<file path="src/hdl/fscs_regs.svh">
// register offsets, field positions and timing counts of the snapshot store
`ifndef FSCS_REGS_SVH
`define FSCS_REGS_SVH
`define FSCS_A_OPTIONS 8'h00
`define FSCS_A_OPER    8'h04
`define FSCS_A_SNAPCMD 8'h08
`define FSCS_A_STATUS  8'h0C
`define FSCS_A_INTST   8'h10
`define FSCS_A_INTMSK  8'h14
`define FSCS_A_FLTCFG  8'h18
`define FSCS_A_CFGCMD  8'h1C
`define FSCS_A_CFGLIVE 8'h20
`define FSCS_SNAP_WIN  3'h2
`define FSCS_B_OUTEN   0
`define FSCS_B_SNAPEN  1
`define FSCS_CMD_LOAD  8'h01
`define FSCS_CMD_SAVE  8'h02
`define FSCS_CFG_DEF   8'h01
`define FSCS_CFG_USR   8'h02
`define FSCS_CFG_STO   8'h03
`define FSCS_I_DONE    0
`define FSCS_I_CMDERR  1
`define FSCS_I_AUTO    2
`define FSCS_I_REFUSE  3
`define FSCS_NINT      4
`define FSCS_NFLT      4
`define FSCS_WORDS     8
`define FSCS_FCNT_W    18
`define FSCS_WR_US     1400
`define FSCS_CLK_MHZ   100
`define FSCS_FW_DIV    7'd100
`define FSCS_DEF_CFG   32'h0000_1000
`endif

</file>
<file path="src/hdl/fscs_pkg.sv">
// shared types of the snapshot capture store
package fscs_pkg;
  typedef enum logic [0:0] {ST_INIT, ST_RUN} fscs_state_e;
  typedef logic [31:0]  fscs_word_t;
  typedef logic [255:0] fscs_rec_t;
endpackage : fscs_pkg

</file>
<file path="src/hdl/fscs_snap_if.sv">
// link between the controller and the snapshot record storage
`timescale 1ns/1ps
interface fscs_snap_if;
  logic             refresh;
  logic             load;
  logic             save;
  fscs_pkg::fscs_rec_t  live;
  logic [2:0]       idx;
  fscs_pkg::fscs_word_t rdWord;
  modport ctrl  (output refresh, load, save, live, idx, input rdWord);
  modport store (input refresh, load, save, live, idx, output rdWord);
endinterface : fscs_snap_if

</file>
<file path="src/hdl/fscs_flash_timer.sv">
// flash write busy interval
`timescale 1ns/1ps
`include "fscs_regs.svh"
module fscs_flash_timer #(
  parameter int CYC = 140000
) (
  // clock and reset
  input wire logic  ref_clk,
  input wire logic  arst_n,
  // request and status
  input wire logic  start,
  output logic      busy,
  output logic      done
);
  logic [`FSCS_FCNT_W-1:0] cnt_reg;
  logic [`FSCS_FCNT_W-1:0] runLen;
  logic                    last;

  assign last = busy && (cnt_reg == `FSCS_FCNT_W'(CYC - 1));

  always_ff @(posedge ref_clk or negedge arst_n) begin
    if (!arst_n) begin
      cnt_reg <= '0;
      busy    <= 1'b0;
      done    <= 1'b0;
    end else begin
      done <= last;
      if (start && !busy) begin
        busy    <= 1'b1;
        cnt_reg <= '0;
      end else if (last) begin
        busy <= 1'b0;
      end else if (busy) begin
        cnt_reg <= cnt_reg + 1'b1;
      end
    end
  end

  // helper: length of the current busy run
  always_ff @(posedge ref_clk or negedge arst_n) begin
    if (!arst_n) begin
      runLen <= '0;
    end else begin
      runLen <= busy ? runLen + 1'b1 : '0;
    end
  end
endmodule : fscs_flash_timer

</file>
<file path="src/hdl/fscs_snap_store.sv">
// snapshot record in ram and its flash copy, one word per entry
`timescale 1ns/1ps
`include "fscs_regs.svh"
module fscs_snap_store (
  // clock and reset
  input wire logic   ref_clk,
  input wire logic   arst_n,
  // controller side
  fscs_snap_if.store sif
);
  import fscs_pkg::*;
  fscs_word_t ram_reg   [`FSCS_WORDS];
  fscs_word_t flash_reg [`FSCS_WORDS];

  // per-word ram and flash update
  for (genvar gi = 0; gi < `FSCS_WORDS; gi++) begin : g_word
    always_ff @(posedge ref_clk or negedge arst_n) begin
      if (!arst_n) begin
        ram_reg[gi] <= '0;
      end else if (sif.load) begin
        ram_reg[gi] <= flash_reg[gi];
      end else if (sif.refresh) begin
        ram_reg[gi] <= sif.live[gi*32 +: 32];
      end
    end
    always_ff @(posedge ref_clk or negedge arst_n) begin
      if (!arst_n) begin
        flash_reg[gi] <= '0;
      end else if (sif.save) begin
        flash_reg[gi] <= ram_reg[gi];
      end
    end
  end

  // readout word chosen by bus address
  assign sif.rdWord = ram_reg[sif.idx];
endmodule : fscs_snap_store

</file>
<file path="src/hdl/fscs_top.sv">
// snapshot capture and reset-cleared configuration store with wishbone registers
//
// The placing of the registers and the Wishbone interface to the registers are this design's own decisions.
`timescale 1ns/1ps
`include "fscs_regs.svh"
module fscs_top #(
  parameter int FLASH_WR_CYC = `FSCS_WR_US * `FSCS_CLK_MHZ
) (
  // clock and reset
  input wire logic                  ref_clk,
  input wire logic                  arst_n,
  // wishbone slave
  input wire logic                  wb_cyc_i,
  input wire logic                  wb_stb_i,
  input wire logic                  wb_we_i,
  input wire logic [7:0]            wb_adr_i,
  input wire logic [3:0]            wb_sel_i,
  input wire logic [31:0]           wb_dat_i,
  output logic [31:0]               wb_dat_o,
  output logic                      wb_ack_o,
  // firmware parameters and fault pins
  input wire fscs_pkg::fscs_rec_t   liveParams,
  input wire logic [`FSCS_NFLT-1:0] faultIn,
  // status outputs
  output logic                      outEnable,
  output logic                      captureOn,
  output logic                      flashBusy,
  output logic [31:0]               cfgLive,
  output logic                      irq
);
  import fscs_pkg::*;

  fscs_snap_if sif ();

  fscs_state_e             state_reg;
  logic                    ack_reg;
  logic [31:0]             dat_reg;
  logic                    outEn_reg;
  logic                    snapEn_reg;
  logic [`FSCS_NFLT-1:0]   fltCfg_reg;
  logic [`FSCS_NFLT-1:0]   fltS1_reg;
  logic [`FSCS_NFLT-1:0]   fltS2_reg;
  logic [`FSCS_NFLT-1:0]   fltS3_reg;
  logic [`FSCS_NINT-1:0]   intSt_reg;
  logic [`FSCS_NINT-1:0]   intSt_next;
  logic [`FSCS_NINT-1:0]   intMsk_reg;
  logic                    irq_reg;
  logic [31:0]             cfgLive_reg;
  logic [31:0]             userStore_reg;
  logic                    userValid_reg;
  logic [6:0]              fwCnt_reg;
  logic                    fwTick_reg;
  logic                    busy;
  logic                    done;

  // bus request decode
  wire       wbReq   = wb_cyc_i && wb_stb_i && !ack_reg;
  wire       wbWr    = wbReq && wb_we_i && wb_sel_i[0];
  wire       wbRd    = wbReq && !wb_we_i;
  wire [7:0] wrByte  = wb_dat_i[7:0];
  wire       hitOpt  = wb_adr_i == `FSCS_A_OPTIONS;
  wire       hitOper = wb_adr_i == `FSCS_A_OPER;
  wire       hitSnap = wb_adr_i == `FSCS_A_SNAPCMD;
  wire       hitStat = wb_adr_i == `FSCS_A_STATUS;
  wire       hitIst  = wb_adr_i == `FSCS_A_INTST;
  wire       hitImsk = wb_adr_i == `FSCS_A_INTMSK;
  wire       hitFlt  = wb_adr_i == `FSCS_A_FLTCFG;
  wire       hitCfg  = wb_adr_i == `FSCS_A_CFGCMD;
  wire       hitLive = wb_adr_i == `FSCS_A_CFGLIVE;
  // snapshot window: eight words after its base
  wire       hitRec  = (wb_adr_i[7:5] == `FSCS_SNAP_WIN) && (wb_adr_i[1:0] == 2'h0);

  // snapshot commands
  wire snapWr   = wbWr && hitSnap;
  wire isLoad   = wrByte == `FSCS_CMD_LOAD;
  wire isSave   = wrByte == `FSCS_CMD_SAVE;
  wire loadCmd  = snapWr && isLoad && !busy;
  wire saveCmd  = snapWr && isSave && !outEn_reg && !busy;
  wire cmdErr   = snapWr && !loadCmd && !saveCmd;

  // fault edges after the synchroniser
  wire [`FSCS_NFLT-1:0] fltEdge = fltS2_reg & ~fltS3_reg;
  wire faultShut = |(fltEdge & fltCfg_reg);
  wire autoSave  = faultShut && !busy && !saveCmd;
  wire saveReq   = saveCmd || autoSave;

  // configuration store commands
  wire cfgWr     = wbWr && hitCfg && state_reg == ST_RUN;
  wire rstDef    = cfgWr && wrByte == `FSCS_CFG_DEF;
  wire rstUsr    = cfgWr && wrByte == `FSCS_CFG_USR;
  wire stoUsr    = cfgWr && wrByte == `FSCS_CFG_STO;
  wire refuse    = cfgWr && !rstDef && !stoUsr && !(rstUsr && userValid_reg);

  // interrupt events and write-one clear
  wire [`FSCS_NINT-1:0] intEv  = {refuse, autoSave, cmdErr, done};
  wire [`FSCS_NINT-1:0] intClr = (wbWr && hitIst) ? wb_dat_i[`FSCS_NINT-1:0] : '0;
  // set wins over a clear in the same cycle
  assign intSt_next = (intSt_reg & ~intClr) | intEv;

  // read data selection
  wire [31:0] statWord = {28'h0, userValid_reg, fwTick_reg, busy, outEn_reg};
  wire [31:0] rdMux =
    hitOpt  ? {30'h0, snapEn_reg, 1'b0} :
    hitOper ? {31'h0, outEn_reg} :
    hitStat ? statWord :
    hitIst  ? {28'h0, intSt_reg} :
    hitImsk ? {28'h0, intMsk_reg} :
    hitFlt  ? {28'h0, fltCfg_reg} :
    hitLive ? cfgLive_reg :
    hitRec  ? sif.rdWord : 32'h0;

  // record storage wiring
  assign sif.live    = liveParams;
  assign sif.idx     = wb_adr_i[4:2];
  assign sif.load    = loadCmd;
  assign sif.save    = saveReq;
  // refresh only while capture is on
  assign sif.refresh = fwTick_reg && snapEn_reg;

  // wishbone answer one cycle after the request
  always_ff @(posedge ref_clk or negedge arst_n) begin
    if (!arst_n) begin
      ack_reg <= 1'b0;
      dat_reg <= '0;
    end else begin
      ack_reg <= wbReq;
      dat_reg <= wbRd ? rdMux : 32'h0;
    end
  end

  // capture enable option
  always_ff @(posedge ref_clk or negedge arst_n) begin
    if (!arst_n) begin
      snapEn_reg <= 1'b0;
    end else if (wbWr && hitOpt) begin
      snapEn_reg <= wb_dat_i[`FSCS_B_SNAPEN];
    end
  end

  // module output enable, dropped by a shutdown fault
  always_ff @(posedge ref_clk or negedge arst_n) begin
    if (!arst_n) begin
      outEn_reg <= 1'b0;
    end else if (faultShut) begin
      outEn_reg <= 1'b0;
    end else if (wbWr && hitOper) begin
      outEn_reg <= wb_dat_i[`FSCS_B_OUTEN];
    end
  end

  // fault response configuration, one means shutdown
  always_ff @(posedge ref_clk or negedge arst_n) begin
    if (!arst_n) begin
      fltCfg_reg <= '0;
    end else if (wbWr && hitFlt) begin
      fltCfg_reg <= wb_dat_i[`FSCS_NFLT-1:0];
    end
  end

  // fault pin synchroniser and edge stage
  always_ff @(posedge ref_clk or negedge arst_n) begin
    if (!arst_n) begin
      fltS1_reg <= '0;
      fltS2_reg <= '0;
      fltS3_reg <= '0;
    end else begin
      fltS1_reg <= faultIn;
      fltS2_reg <= fltS1_reg;
      fltS3_reg <= fltS2_reg;
    end
  end

  // firmware cycle divider
  always_ff @(posedge ref_clk or negedge arst_n) begin
    if (!arst_n) begin
      fwCnt_reg  <= '0;
      fwTick_reg <= 1'b0;
    end else begin
      fwTick_reg <= fwCnt_reg == `FSCS_FW_DIV - 7'd1;
      fwCnt_reg  <= (fwCnt_reg == `FSCS_FW_DIV - 7'd1) ? '0 : fwCnt_reg + 7'd1;
    end
  end

  // initialization then run
  always_ff @(posedge ref_clk or negedge arst_n) begin
    if (!arst_n) begin
      state_reg <= ST_INIT;
    end else begin
      state_reg <= ST_RUN;
    end
  end

  // live configuration and the stores
  always_ff @(posedge ref_clk or negedge arst_n) begin
    if (!arst_n) begin
      cfgLive_reg <= '0;
    end else if (state_reg == ST_INIT) begin
      cfgLive_reg <= userValid_reg ? userStore_reg : `FSCS_DEF_CFG;
    end else if (rstDef) begin
      cfgLive_reg <= `FSCS_DEF_CFG;
    end else if (rstUsr && userValid_reg) begin
      cfgLive_reg <= userStore_reg;
    end else if (wbWr && hitLive) begin
      cfgLive_reg <= wb_dat_i;
    end
  end

  always_ff @(posedge ref_clk or negedge arst_n) begin
    if (!arst_n) begin
      userStore_reg <= '0;
      userValid_reg <= 1'b0;
    end else if (stoUsr) begin
      userStore_reg <= cfgLive_reg;
      userValid_reg <= 1'b1;
    end
  end

  // interrupt status, mask and line
  always_ff @(posedge ref_clk or negedge arst_n) begin
    if (!arst_n) begin
      intSt_reg  <= '0;
      intMsk_reg <= '0;
      irq_reg    <= 1'b0;
    end else begin
      intSt_reg <= intSt_next;
      irq_reg   <= |(intSt_next & intMsk_reg);
      if (wbWr && hitImsk) begin
        intMsk_reg <= wb_dat_i[`FSCS_NINT-1:0];
      end
    end
  end

  // flash write busy interval
  fscs_flash_timer #(
    .CYC (FLASH_WR_CYC)
  ) u_timer (
    .ref_clk (ref_clk),
    .arst_n  (arst_n),
    .start   (saveReq),
    .busy    (busy),
    .done    (done)
  );

  // snapshot record storage
  fscs_snap_store u_store (
    .ref_clk (ref_clk),
    .arst_n  (arst_n),
    .sif     (sif)
  );

  // outputs straight from flops
  assign wb_dat_o  = dat_reg;
  assign wb_ack_o  = ack_reg;
  assign outEnable = outEn_reg;
  assign captureOn = snapEn_reg;
  assign flashBusy = busy;
  assign cfgLive   = cfgLive_reg;
  assign irq       = irq_reg;
endmodule : fscs_top

</file>
<file path="config.mk">
export PLATFORM = sky130hd
export DESIGN_NAME = fscs_top
export DESIGN_NICKNAME = d
export VERILOG_FILES = /design/src/hdl/fscs_pkg.sv /design/src/hdl/fscs_snap_if.sv /design/src/hdl/fscs_flash_timer.sv /design/src/hdl/fscs_snap_store.sv /design/src/hdl/fscs_top.sv
export VERILOG_INCLUDE_DIRS = /design/src /design/src/hdl
export SDC_FILE = /design/constraint.sdc
export NUM_CORES = 1
export LEC_CHECK = 0
export ABC_AREA = 0
export BUFFER_PORTS_ARGS = -buffer_cell sky130_fd_sc_hd__buf_4
export CAP_MARGIN = 20
export CORE_UTILIZATION = 58
export CTS_CLUSTER_SIZE = 8
export DETAILED_ROUTE_END_ITERATION = 7
export PLACE_DENSITY = 0.8
export SKIP_CTS_REPAIR_TIMING = 1
export SYNTH_ARGS = -nofsm -noshare
export SYNTH_HDL_FRONTEND = slang
export SYNTH_SLANG_ARGS = --single-unit
</file>
<file path="constraint.sdc">
create_clock -name ref_clk -period 2.3 [get_ports ref_clk]
set_clock_uncertainty 0.05 [all_clocks]
set_input_delay 0.46 -clock ref_clk [delete_from_list [all_inputs] [get_ports ref_clk]]
set_output_delay 0.46 -clock ref_clk [all_outputs]
set_load 0.01 [all_outputs]
</file>
Word-level counts from Yosys, hierarchy flattened --
Cells that the tools add are included.
Operators by class: add/subtract/negate cells 2, $lt $le $gt $ge 1, eq/ne operators 16, mux-type cells 42, bitwise operators 8, reductions and logical operators 53
Operators with widths (number):
- 32-bit two-way mux | 32
- 32-bit binary-select mux with 3-bit select | 1
- 18-bit two-way mux | 3
- 1-bit logical AND | 34
- 8-bit by 5-bit == test with 1-bit output (second input constant) | 4
- 18-bit by 1-bit adder with 18-bit output (second input constant) | 1
- 18-bit == test (second input constant) | 1
- 4-bit bitwise AND | 4
- 8-bit by 2-bit == test with 1-bit output (second input constant) | 2
- 8-bit by 4-bit == test with 1-bit output (second input constant) | 2
- 1-bit zero test | 9
- 8-bit by 1-bit == test with 1-bit output (second input constant) | 1
- 8-bit by 3-bit == test with 1-bit output (second input constant) | 1
- 8-bit by 6-bit == test with 1-bit output (second input constant) | 1
- 8-bit zero test | 1
- 4-bit NOT | 2
- 2-bit nonzero test | 4
- 4-bit OR reduction | 2
- 7-bit by 1-bit adder with 7-bit output (second input constant) | 1
- 7-bit == test (second input constant) | 1
- 7-bit two-way mux | 1
- 4-bit greater-or-equal comparator (second input constant) | 1
- 1-bit two-way mux | 4
- 4-bit two-way mux | 1
- 8 further kinds | 8
Word-level totals: flip-flop bits (word level) 666, input port bits 309, output and inout port bits 69, logic and storage cells 158

Logic depth before layout (Yosys ltp) --
depth after elaboration 14, depth in mapped cells 10, gate-level depth less buffers 6

By module --
From an unflattened synthesis, not the netlist that was laid out.
Unflattened totals: cells, all modules 2376, area, all modules 29988.8 um^2
Modules (own cells, without submodules):
- fscs_snap_store | instances 1, cells an instance 1764, area an instance 23065.9 um^2, seq. area each 12812.3 um^2
- fscs_top | instances 1, cells an instance 504, area an instance 5878.1 um^2, seq. area each 3353.2 um^2
- fscs_flash_timer | instances 1, cells an instance 108, area an instance 1044.8 um^2, seq. area each 500.5 um^2

Worst setup path before layout --
OpenSTA, ideal clock, no wires.
kind input -> register, start point in wb_adr_i[4], end point reg u_store.flash_reg[10] in the netlist's numbering, setup time 125 ps, arrival 2184 ps, data required time 2125 ps, path slack -58 ps, stages 9, path buffers 4, cells stage by stage buf_6 > nor4_4 > and3_1 > nand3_1 > nand2b_1 > buf_4 > buf_6 > buf_6 > mux2_2
On the way: word-level cells in the longest chain between the ends 8
RTL lines:
- start: declaration | RTL line fscs_top.sv:16 | input wire logic [7:0] wb_adr_i,
- 8-bit by 4-bit == test with 1-bit output (no source line) (*)
- 1-bit logical AND (*) | RTL line fscs_top.sv:74 | wire snapWr = wbWr && hitSnap;
- 1-bit logical AND (*) (3 in series) | RTL line fscs_top.sv:78 | wire saveCmd = snapWr && isSave && !outEn_reg && !busy;
- 1-bit zero test | RTL line fscs_top.sv:84 | wire autoSave = faultShut && !busy && !saveCmd;
- 1-bit logical AND | RTL line fscs_top.sv:84
- 1-bit logical OR (*) | RTL line fscs_top.sv:85 | wire saveReq = saveCmd || autoSave;
- end signal: indexed assignment | RTL line fscs_snap_store.sv:30 | flash_reg[gi] <= ram_reg[gi];
- end: declaration | RTL line fscs_snap_store.sv:13 | fscs_word_t flash_reg [`FSCS_WORDS];
Mark *: on every way between the ends. The rest lies on a longest branch, timed or not. A chain may end at the register's enable or synchronous reset.

Final worst setup path --
start point reg ack_reg, in the netlist wb_ack_o, end point reg userStore_reg[9]
On the way: word-level cells in the longest chain between the ends 7
RTL lines:
- start: declaration | RTL line fscs_top.sv:36 | logic ack_reg;
- start signal: assignment | RTL line fscs_top.sv:126 | ack_reg <= wbReq;
- 1-bit zero test | RTL line fscs_top.sv:57 | wire wbReq = wb_cyc_i && wb_stb_i && !ack_reg;
- 1-bit logical AND | RTL line fscs_top.sv:57
- via wbReq | RTL line fscs_top.sv:57
- 1-bit logical AND (2 in series) | RTL line fscs_top.sv:58 | wire wbWr = wbReq && wb_we_i && wb_sel_i[0];
- 1-bit logical AND (2 in series) | RTL line fscs_top.sv:88 | wire cfgWr = wbWr && hitCfg && state_reg == ST_RUN;
- 1-bit logical AND (no source line)
- end signal: assignment | RTL line fscs_top.sv:213 | userStore_reg <= cfgLive_reg;
- end: declaration | RTL line fscs_top.sv:49 | logic [31:0] userStore_reg;
The timed path passes the listed nets, and every way through them passes these cells.

==> results.cfg <==
[run_status]
status = completed

[layout]
multi_input_area_sq_mm = 0.0124
n_fill_cell = 3217
final_util_pct = 74.0
final_cell_mix = dfrtp_1, buf_4, nor2_1, a21oi_1, mux2i_1
final_common_cell = dfrtp_1
regArea_sq_mm = 0.0167
area_growth_pct = 24.9
drive_gt1_share_pct = 29.1
layout.cells.non_filler = 3578
nets = 3200

[clock_network]
cts-root-buf = clkbuf_16
cts_buffers = 93
cts.sinks = 666
clock_path_buffers = 3
htree_levels = 3
path_clk_slew_ns = 0.05
cts_tree = done
clkLatencyLatePin_ns = 0.63

[detailed_routing]
maxUsedRoutingLayer = met5
drt_iter0_markers = 1813
avgViaCountPerCell = 6.02
ant_nets = 0
dr_wl_met2_microns = 41600
dr_total_vias = 21531
drcViolationCount = 0
post_drt_wl_per_cell_microns = 23.6
dr.pass1.iters = 8
routed_wl_microns = 84400
wl_met1_microns = 33900
wl_met3_microns = 5450

[job]
drv_cap = 0

[timing]
tns_ns = 0
setup_viol = 0
finalHoldViolCount = 0
finalCritPeriodShare_pct = 97.6
rsz0062_at_grt = no
maxSlewHeadroom_pct = 65.4
max_freq_mhz = 445
drv_slew = 0
fin_hold_ws_ns = 0.0739
finalCriticalPeriod_ns = 2.25
worstMarginPinSlew_ns = 0.514

[global_routing]
grt_max_degree = 84
antenna_found_initial = 14
grt_pass1_wl_microns = 132000
overflow = 0
grt_pass1_vias = 22727
grtUsageTotal_pct = 32.7

[logic_synthesis]
synthesis.nets = 2726
synth_edf_count = 0
ys_seq_area_share_pct = 55.6
synthArstFlopShare_pct = 100
synth_top_area_share_pct = 55.6
synthTopCellsByArea = dfrtp_1, mux2i_1, mux2_1
avgSynthCellArea_sq_um = 12.4
syn_inst = 2415
synthDistinctLibCells = 67
synth_area_sq_mm = 0.0300
ys.flop_type = dfrtp_1
synth_warnings = 0
ys_ff_latch = 666
yosys.area.top_type = dfrtp_1

[worst_setup_path]
crit_fanout = 33
cp-start-kind = flop
cp-end-kind = flop
crit_arrival_ns = 2.69
required_ns = 2.75
critPathKind = reg2reg

[hold_path]
hold_path_class = in2reg

[place]
port-buffer-count = 374
dp_hpwl_microns = 60000
gp_congestion = 0.962
dp.cells = 3461

[pwr]
power_density_mw_per_mm2 = 697
vdd_drop_max_mv = 0.605
leakagePower_nw = 20.1
p_total_mw = 26.1

[floorplanning]
ioPinCount = 378
core-area_sq_mm = 0.0506
die_area_sq_mm = 0.0526
die_w_microns = 229
die_h_microns = 229
start_util_pct = 59.2
rows = 82
-- cells in the mapped netlist (8+ instances only) --
cell type and instances:
mux2_2 97, o21ai_0 38, nand4_1 14, mux2_1 200, mux2i_1 292, inv_1 8, mux4_2 64, buf_8 20
buf_4 8, a21oi_1 301, clkbuf_1 104, nand2_1 55, xnor2_1 8, nor2_1 345, nand3_1 16, xor2_1 10
dfrtp_1 666, buf_2 26, a22oi_1 24
-- worst max-delay path: stages, from the launching register on --
cell and delay (ns):
dfrtp_1 0.38, nand3b_1 0.26, buf_4 0.22, inv_1 0.11
nand3_2 0.17, nor3_1 0.20, nand4_1 0.18, buf_12 0.22
mux2_2 0.30
-- final timing paths --
path / startpoint / end / slack, ns / cells after the start
min reg2reg: fltS1_reg[2] / fltS2_reg[2] / 0.30 / 0
max: wb_ack_o / userStore_reg[9] / 0.05 / 8
min: liveParams[36] / u_store.ram_reg[196] / 0.07 / 3
max in group asynchronous: arst_n / u_store.ram_reg[177] / 0.95 / 4
min in group asynchronous: arst_n / wb_dat_o[13] / 0.30 / 2
max reg2reg: wb_ack_o / userStore_reg[9] / 0.05 / 8
-- stage by stage --
stage	cell area [sq um]	setup WS, ns
after floorplan	30100	-0.0109
after global placement	34900	-0.330
after detailed placement	34900	-0.377
after CTS	37300	-0.0628
after global routing	37400	0.0226
final	37400	0.0542
-- logic make-up (layout without fill, tap and decap cells) --
kind of cell / after synthesis / count (layout) / share of synthesized area (%)
DFF: 666 / 666 / 55.6
muxes: 653 / 653 / 25.7
and+or+nand+nor: 492 / 492 / 7.18
AOI/OAI and AO/OA: 407 / 407 / 7.45
buffers and inverters: 176 / 656 / 3.40
xor gates and xnor gates: 18 / 18 / 0.526
adders and majority gates: 2 / 2 / 0.0835
other: 1 / 12 / 0.0125
-- cell type report --
type                    instances  share of cell area [%]
flip-flops and latches        666                    44.5
multi-input cells            1573                    33.2
repair buffers                547                    13.3
clock buffers                  96                    6.42
well taps                     672                    2.25
clock inverters                 5                   0.137
inverters                       8                  0.0803
diodes                         11                  0.0736
-- routing by layer --
| metal | vias up | track usage, % |
|---|---|---|
| met1 | 11009 | 42.7 |
| met3 | 190 | 7.10 |
| met4 | 8 | 13.7 |
| met2 | 766 | 53.4 |
| li1 | 9558 | - |
| met5 | - | 0 |
-- power breakdown --
part / internal [mW] / switching, mW / leakage [nW] / total [mW]
sequential: 12.0 / 0.207 / 8.65 / 12.2
clock: 7.27 / 4.76 / 1.21 / 12.0
combinational: 0.926 / 0.929 / 10.2 / 1.85
total: 20.2 / 5.90 / 20.1 / 26.1
No activity file was read; power rests on OpenSTA's default activity.
